### config.mk
export PLATFORM = sky130hd
export DESIGN_NAME = root_hub_global_status
export DESIGN_NICKNAME = d
export VERILOG_FILES = /design/src/hw/rh_status_pkg.sv /design/src/hw/root_hub_global_status.sv
export SDC_FILE = /design/constraint.sdc
export NUM_CORES = 1
export LEC_CHECK = 0
export BUFFER_PORTS_ARGS = -buffer_cell sky130_fd_sc_hd__buf_4
export CORE_MARGIN = 2
export CORE_UTILIZATION = 40
export DETAILED_ROUTE_END_ITERATION = 8
export PLACE_DENSITY = 0.67
export SLEW_MARGIN = 30
export SYNTH_ARGS = -nofsm -noshare
export SYNTH_HDL_FRONTEND = slang
export SYNTH_SLANG_ARGS = --single-unit
### constraint.sdc
create_clock -name CLK -period 2.2 [get_ports CLK]
set_input_delay 0.44 -clock CLK [delete_from_list [all_inputs] [get_ports CLK]]
set_output_delay 0.44 -clock CLK [all_outputs]
set_load 0.02 [all_outputs]
### src/hw/rh_status_pkg.sv
// Constants, field positions and types for the root hub global status block.
// Assumes a 32-bit AXI4-Lite register bus and four downstream ports.
`default_nettype none
package rh_status_pkg;
    localparam int ADDR_W = 8;
    localparam int NPORTS = 4;
    // ************************************************************
    // Register offsets (byte addresses)
    // ************************************************************
    localparam logic [7:0] OFF_PWR_MASK = 8'h4C;
    localparam logic [7:0] OFF_HUB_STATUS = 8'h50;
    localparam logic [7:0] OFF_PWR_CTRL = 8'h60;
    localparam logic [7:0] OFF_HUB_CTRL = 8'h64;
    localparam logic [7:0] OFF_INT_STATUS = 8'h68;
    localparam logic [7:0] OFF_INT_MASK = 8'h6C;
    // ************************************************************
    // Field positions
    // ************************************************************
    localparam int B_CLR_WAKE = 31;
    localparam int B_OC_CHANGE = 17;
    localparam int B_SET_PWR = 16;
    localparam int B_WAKE = 15;
    localparam int B_OC = 1;
    localparam int B_CLR_PWR = 0;
    localparam int B_MASK_LO = 17;
    localparam int B_PP_SET_LO = 1;
    localparam int B_PP_CLR_LO = 9;
    localparam int B_PER_PORT_PWR = 0;
    localparam int B_PER_PORT_OC = 1;
    localparam int B_SUSPEND_CMD = 2;
    localparam int B_OPER_CMD = 3;
    localparam int B_STATE_LO = 4;
    localparam int I_OC = 0;
    localparam int I_RESUME = 1;
    // ************************************************************
    // Reset values and responses
    // ************************************************************
    localparam logic [3:0] RST_PORTS = 4'h0;
    localparam logic [1:0] RST_INT = 2'h0;
    localparam logic [2:0] RST_SYNC = 3'h0;
    localparam logic [1:0] RESP_OKAY = 2'h0;
    localparam logic [1:0] RESP_SLVERR = 2'h2;

    typedef enum logic [1:0] {
        bus_operational = 2'h0,
        bus_suspended_state = 2'h1,
        bus_resuming_state = 2'h3
    } bus_state_t;
endpackage
`default_nettype wire

### src/hw/root_hub_global_status.sv
// Root hub global status/control register bank behind an AXI4-Lite slave.
// Assumes CONNECT_CHANGE pulses come from logic on CLK; OVERCURRENT is a pin.
//
// Local design decisions: the placing of the registers and the AXI4-Lite register port.
`timescale 1ns/1ps
`default_nettype none
// Contract
// - Write one clears remote wake enable
// - Overcurrent indicator change sets change flag
// - Write one clears change flag, zero ignored
// - Local power change position reads zero
// - Global mode set power: all ports on
// - Per-port mode set: unmasked ports only
// - Connect change wakes only when enabled
// - Wake moves suspended to resume, flags
// - Write one sets remote wake enable
// - Indicator follows overcurrent in global reporting
// - Per-port overcurrent reporting: indicator reads zero
// - Local power status position reads zero
// - Global mode clear power: all ports off
// - Per-port mode clear: unmasked ports only
// - Masked ports ignore global power commands in per-port mode
module root_hub_global_status
    import rh_status_pkg::*;
(
    input wire logic CLK,
    input wire logic RST,
    input wire logic [ADDR_W-1:0] AWADDR,
    input wire logic AWVALID,
    output logic AWREADY,
    input wire logic [31:0] WDATA,
    input wire logic [3:0] WSTRB,
    input wire logic WVALID,
    output logic WREADY,
    output logic [1:0] BRESP,
    output logic BVALID,
    input wire logic BREADY,
    input wire logic [ADDR_W-1:0] ARADDR,
    input wire logic ARVALID,
    output logic ARREADY,
    output logic [31:0] RDATA,
    output logic [1:0] RRESP,
    output logic RVALID,
    input wire logic RREADY,
    input wire logic OVERCURRENT,
    input wire logic [NPORTS-1:0] CONNECT_CHANGE,
    output logic [NPORTS-1:0] PORT_POWER,
    output logic [1:0] BUS_STATE,
    output logic IRQ
);
    typedef struct packed {
        logic aw_got;
        logic w_got;
        logic awready;
        logic wready;
        logic bvalid;
        logic [1:0] bresp;
        logic arready;
        logic rvalid;
        logic [1:0] rresp;
        logic [31:0] rdata;
        logic [ADDR_W-1:0] rd_addr;
        logic [ADDR_W-1:0] aw_addr;
        logic [31:0] w_data;
        logic [3:0] w_strb;
        logic [2:0] sync;
        logic oc_st;
        logic global_overcurrent_flag;
        logic overcurrent_change_flag;
        logic rwe;
        logic psm;
        logic ppoc;
        logic [NPORTS-1:0] mask;
        logic [NPORTS-1:0] pp;
        bus_state_t state;
        logic [1:0] istat;
        logic [1:0] imask;
        logic irq;
    } state_t;

    state_t s;
    state_t n;
    logic wr_fire;
    logic rd_fire;
    logic [31:0] wd;
    logic [31:0] rd_val;
    logic rd_ok;

    // ************************************************************
    // Bus side
    // ************************************************************
    // Readies are registered and stay low while a response is pending, which keeps
    // combinational paths from the bus inputs out of the handshake
    assign wr_fire = s.aw_got && s.w_got && !s.bvalid;
    assign rd_fire = ARVALID && s.arready;
    assign wd = s.w_data & {{8{s.w_strb[3]}}, {8{s.w_strb[2]}},
                            {8{s.w_strb[1]}}, {8{s.w_strb[0]}}};

    always_comb begin
        rd_val = 32'h0;
        rd_ok = 1'b1;
        unique case (ARADDR)
            OFF_PWR_MASK: rd_val[B_MASK_LO +: NPORTS] = s.mask;
            OFF_HUB_STATUS: begin
                rd_val[B_OC_CHANGE] = s.overcurrent_change_flag;
                rd_val[B_WAKE] = s.rwe;
                rd_val[B_OC] = s.global_overcurrent_flag;
            end
            OFF_PWR_CTRL: rd_val[B_PP_SET_LO +: NPORTS] = s.pp;
            OFF_HUB_CTRL: begin
                rd_val[B_PER_PORT_PWR] = s.psm;
                rd_val[B_PER_PORT_OC] = s.ppoc;
                rd_val[B_STATE_LO +: 2] = s.state;
            end
            OFF_INT_STATUS: rd_val[1:0] = s.istat;
            OFF_INT_MASK: rd_val[1:0] = s.imask;
            default: rd_ok = 1'b0;
        endcase
    end

    always_comb begin
        logic [NPORTS-1:0] glob;
        logic [1:0] iset;
        logic [1:0] iclr;
        logic wake;
        glob = '0;
        iset = 2'h0;
        iclr = 2'h0;
        wake = 1'b0;
        n = s;

        // Address and data are taken in either order
        if (AWVALID && s.awready) begin
            n.aw_got = 1'b1;
            n.aw_addr = AWADDR;
        end
        if (WVALID && s.wready) begin
            n.w_got = 1'b1;
            n.w_data = WDATA;
            n.w_strb = WSTRB;
        end
        if (wr_fire) begin
            n.aw_got = 1'b0;
            n.w_got = 1'b0;
            n.bvalid = 1'b1;
            n.bresp = RESP_OKAY;
        end
        if (s.bvalid && BREADY) begin
            n.bvalid = 1'b0;
        end

        if (rd_fire) begin
            n.rvalid = 1'b1;
            n.rdata = rd_val;
            n.rresp = rd_ok ? RESP_OKAY : RESP_SLVERR;
            n.rd_addr = ARADDR;
            if (ARADDR == OFF_INT_STATUS) begin
                iclr = s.istat;
            end
        end
        if (s.rvalid && RREADY) begin
            n.rvalid = 1'b0;
        end

        // ********************************************************
        // Overcurrent input
        // ********************************************************
        // Only the second and third stages are compared; the first may be metastable
        n.sync = {s.sync[1:0], OVERCURRENT};
        if (s.sync[1] == s.sync[2]) begin
            n.oc_st = s.sync[2];
        end
        n.global_overcurrent_flag = s.ppoc ? 1'b0 : s.oc_st;

        // ********************************************************
        // Register writes
        // ********************************************************
        if (wr_fire) begin
            unique case (s.aw_addr)
                OFF_PWR_MASK: n.mask = wd[B_MASK_LO +: NPORTS];
                OFF_HUB_STATUS: begin
                    glob = s.psm ? ~s.mask : '1;
                    if (wd[B_SET_PWR]) begin
                        n.pp = s.pp | glob;
                    end
                    // Clear follows set, so a write with both bits leaves power off
                    // Clear global power
                    if (wd[B_CLR_PWR]) begin
                        n.pp = n.pp & ~glob;
                    end
                    if (wd[B_OC_CHANGE]) begin
                        n.overcurrent_change_flag = 1'b0;
                    end
                    if (wd[B_WAKE]) begin
                        n.rwe = 1'b1;
                    end
                    // Clear follows set, so both bits in one write leave wake off
                    // Clear wake enable
                    if (wd[B_CLR_WAKE]) begin
                        n.rwe = 1'b0;
                    end
                end
                // Per-port commands ignore mask and mode
                OFF_PWR_CTRL: begin
                    n.pp = (s.pp | wd[B_PP_SET_LO +: NPORTS]) & ~wd[B_PP_CLR_LO +: NPORTS];
                end
                OFF_HUB_CTRL: begin
                    n.psm = wd[B_PER_PORT_PWR];
                    n.ppoc = wd[B_PER_PORT_OC];
                end
                OFF_INT_MASK: n.imask = wd[1:0];
                default: begin
                    n.bresp = RESP_SLVERR;
                end
            endcase
        end

        // Change flag set wins over clear
        if (n.global_overcurrent_flag != s.global_overcurrent_flag) begin
            n.overcurrent_change_flag = 1'b1;
            iset[I_OC] = 1'b1;
        end

        // ********************************************************
        // Bus state
        // ********************************************************
        // Connect change wakes only if enabled
        wake = s.rwe && (|CONNECT_CHANGE);
        unique case (s.state)
            bus_operational: begin
                if (wr_fire && s.aw_addr == OFF_HUB_CTRL && wd[B_SUSPEND_CMD]) begin
                    n.state = bus_suspended_state;
                end
            end
            bus_suspended_state: begin
                if (wake) begin
                    n.state = bus_resuming_state;
                    iset[I_RESUME] = 1'b1;
                end else if (wr_fire && s.aw_addr == OFF_HUB_CTRL && wd[B_OPER_CMD]) begin
                    n.state = bus_operational;
                end
            end
            // A suspend command is ignored here; only operational leaves this state
            bus_resuming_state: begin
                if (wr_fire && s.aw_addr == OFF_HUB_CTRL && wd[B_OPER_CMD]) begin
                    n.state = bus_operational;
                end
            end
            default: n.state = bus_operational;
        endcase

        // Read clear loses to a new event in the same cycle
        n.istat = (s.istat & ~iclr) | iset;
        n.irq = |(n.istat & n.imask);

        n.awready = !n.aw_got && !n.bvalid;
        n.wready = !n.w_got && !n.bvalid;
        n.arready = !n.rvalid;
    end

    always_ff @(posedge CLK or posedge RST) begin
        if (RST) begin
            s <= '{state: bus_operational, bresp: RESP_OKAY, rresp: RESP_OKAY,
                   sync: RST_SYNC, mask: RST_PORTS, pp: RST_PORTS,
                   istat: RST_INT, imask: RST_INT, default: '0};
        end else begin
            s <= n;
        end
    end

    assign AWREADY = s.awready;
    assign WREADY = s.wready;
    assign BVALID = s.bvalid;
    assign BRESP = s.bresp;
    assign ARREADY = s.arready;
    assign RVALID = s.rvalid;
    assign RDATA = s.rdata;
    assign RRESP = s.rresp;
    assign PORT_POWER = s.pp;
    assign BUS_STATE = s.state;
    assign IRQ = s.irq;

    // A status-word write taking effect this cycle
    logic st_wr;
    assign st_wr = wr_fire && s.aw_addr == OFF_HUB_STATUS;
endmodule
`default_nettype wire

==> results.yml <==
clock_tree:
  htree_levels: 3
  post-cts-setup-buffers: 0
  cts_root_buffer: "clkbuf_8"
  clock-sinks: 73
  path_clk_slew_ps: 70
  cts_tree: "built"
  cts-hold-fix-buffers: 0
  cts_buffers: 9
  clkLatencyLatePin_ps: 340
  cts_buffer_depth: 2
  ctsResizeCount: 0
synthesis:
  synthDistinctLibCells: 52
  synth_compound_area_share_pct: 8.07
  synthArstFlopShare_pct: 100
  synth_area_per_cell_um2: 11.3
  synthesis.area_um2: 3570
  synthSimpleGateAreaFrac_pct: 15.9
  synth_top_family_by_area: "simple AND/OR/NAND/NOR gates"
  synth_mux_area_share_pct: 12.8
  ys_ff_latch: 73
  yosysSeqAreaShare_pct: 51.2
  synth_commonest_cells: "73 x dfrtp_1, 42 x buf_4, 37 x nand2_1, 34 x mux2_2, 11 x a21oi_1"
  synth.largest_area_cell: "dfrtp_1"
  synth_xor_area_share_pct: 0.491
  synth_adder_area_share_pct: 0.281
  synthFlopType: "dfrtp_1"
  netlist_top_cells_area: "dfrtp_1 51%, mux2_2 11%, buf_4 8.8%"
  synth.most_common_cell: "dfrtp_1"
  syn_inst: 315
  yosysWarningCount: 0
  synth_top_area_share_pct: 51.2
  synth-edff-count: 0
route:
  wire_per_inst_um: 14.5
  drtPass1Iterations: 4
  routed_via_density: 5.02
  ant_nets: 0
  drtIter0Drc: 89
  routed_wl_mm: 7.04
  drcViolationCount: 0
  vias: 2435
power:
  ir_drop_v: 0.000637
  leakage_nw: 1.95
  switchingPower_mw: 1.42
  switching_share_pct: 32.7
  p_int_mw: 2.92
  p_per_area_nw_per_um2: 1030
  seqPwrFrac_pct: 48.2
  combPwrFrac_pct: 28.1
  power.share.clock_pct: 23.7
floorplan:
  die_w_um: 98.4
  core_area_um2: 8680
  num_io_pins: 112
  start_util_pct: 41.1
  die_area_um2: 9690
  dieHeight_um: 98.4
  rows: 34
timing:
  finClkSkew_ps: 3.51
  finalHoldViolCount: 0
  maxSlewViolCount: 0
  fin_crit_ps: 1840
  worst_slack_ps: 362
  max_slew_margin_pct: 61.3
  holdWs_ps: 196
  finalCritPeriodShare_pct: 83.5
  fmax_mhz: 544
  rsz0062_at_grt: "false"
  setup_violations: 0
  fin_tns_setup_ps: 0
  worstMarginPinSlew_ps: 573
worst_setup_path:
  path_max_fanout: 9
  critPathLaunchType: "register"
  slowest_delay_ps: 450
  endpoint_kind: "register"
  cp.arrival_ps: 2060
  crit_chain: "and4bb_2 > nor4b_1 > mux2_2"
  reg2reg_depth: 3
  rrSetupSlack_ps: 360
  critPathKind: "register to register"
  critical_path_required_ps: 2420
  crit_slowest_cell: "nor4b_1"
place:
  gp_congestion: 0.876
  dp_hpwl_mm: 5.28
  placed_area_um2: 4020
  pre_cts_ws_ps: 220
  io_buffer_count: 73
final_layout:
  stdcell_area_um2: 4210
  fillers: 824
  areaGrowthSynthToFinish_pct: 18.0
  drive_above_1_share_pct: 37.1
  fin_util_pct: 48.5
  fin_nets: 436
  antenna_cells: 0
global_route:
  grt_pass1_wl_mm: 11.7
  antenna_found_initial: 0
  grtUsageTotal_pct: 15.2
  grt_max_degree: 74
  grt_pass1_vias: 2391
  grt_overflow_total: 0
run:
  maxCapViolations: 0
hold_path:
  hp-class: "input pin to async pin"
status:
  status: "finished clean"
-- power groups by stage --
stage	clock network, mW	logic [mW]	registers [mW]
2_1_floorplan	0	0.986	2.01
3_3_place_gp	0	1.20	2.10
3_5_place_dp	0	1.23	2.12
4_1_cts	1.05	1.23	2.09
5_1_grt	1.11	1.33	2.15
6_report	1.03	1.22	2.09
-- through the flow --
step	total power, mW	std cells
finish	4.34	485
global route	4.60	485
CTS	4.37	485
detailed placement	3.35	469
global placement	3.29	469
floorplan	3.00	336
-- registers in the layout, summed over array words and instances, names as in the netlist, named ones only --
register and flops:
BRESP 1, BVALID 1, PORT_POWER 4, WREADY 1, IRQ 1, ARREADY 1, n 2, RRESP 1
AWREADY 1, RDATA 11, s 45, BUS_STATE 2, RVALID 1
-- cells in the final DEF, fill, tap and decap left out, types with 3 or more instances in the layout --
cell,count
nand2_1,37
and2_1,7
nor2b_1,6
nor2_1,4
a21oi_1,11
mux2i_1,6
mux2_2,34
a31oi_1,6
o21ai_0,7
clkinv_2,4
dfrtp_1,73
nor4_4,3
inv_1,9
o31ai_1,4
buf_4,76
conb_1,22
nor3_1,3
nand4b_1,5
clkbuf_8,10
a22o_1,3
nand3_1,6
-- worst paths after layout --
check / endpoint / start
worst min-delay path: s[20]$_DFFE_PP0N_ / RST
max in group asynchronous: s[59]$_DFFE_PP0P_ / RST
min in group CLK: n[22]$_DFF_PP0_ / OVERCURRENT
worst max-delay path: s[15]$_DFFE_PP0P_ / s[64]$_DFFE_PP0P_
worst min register to register: n[23]$_DFF_PP0_ / n[22]$_DFF_PP0_
worst max register to register: s[15]$_DFFE_PP0P_ / s[64]$_DFFE_PP0P_
-- layout make-up --
class / count / area, um^2 / area share [%]
Clock buffer: 10 / 138 / 3.27
Multi-Input combinational cell: 201 / 1420 / 33.8
Clock inverter: 6 / 57.6 / 1.37
Inverter: 10 / 41.3 / 0.981
Timing Repair Buffer: 77 / 591 / 14.0
Tap cell: 108 / 135 / 3.21
Sequential cell: 73 / 1830 / 43.4
-- worst max-delay path: cells and delay by family (launching register included) --
kind,cells,cell delay (ps)
multiplexers,1,390
AND/OR/NAND/NOR,2,890
flip-flops,1,430
-- layer usage --
metal,wire length [um],part of all wire (%),GRT usage (%),vias to the layer above
li1,-,-,-,1158
met1,3290,47,21.4,1164
met2,3080,44,22.5,102
met3,535,7.6,3.76,11
met4,131,1.9,6.74,0
met5,0,0,0,-
-- cell families after synthesis --
| logic type | count (synthesis) |
|---|---|
| other cells | 1 |
| flops | 73 |
| mux | 41 |
| fa+ha+maj | 1 |
| buf+inv | 62 |
| xor+xnor | 2 |
| simple gates | 92 |
| compound gates | 43 |
Note: power is estimated with default switching activity, not from simulation.
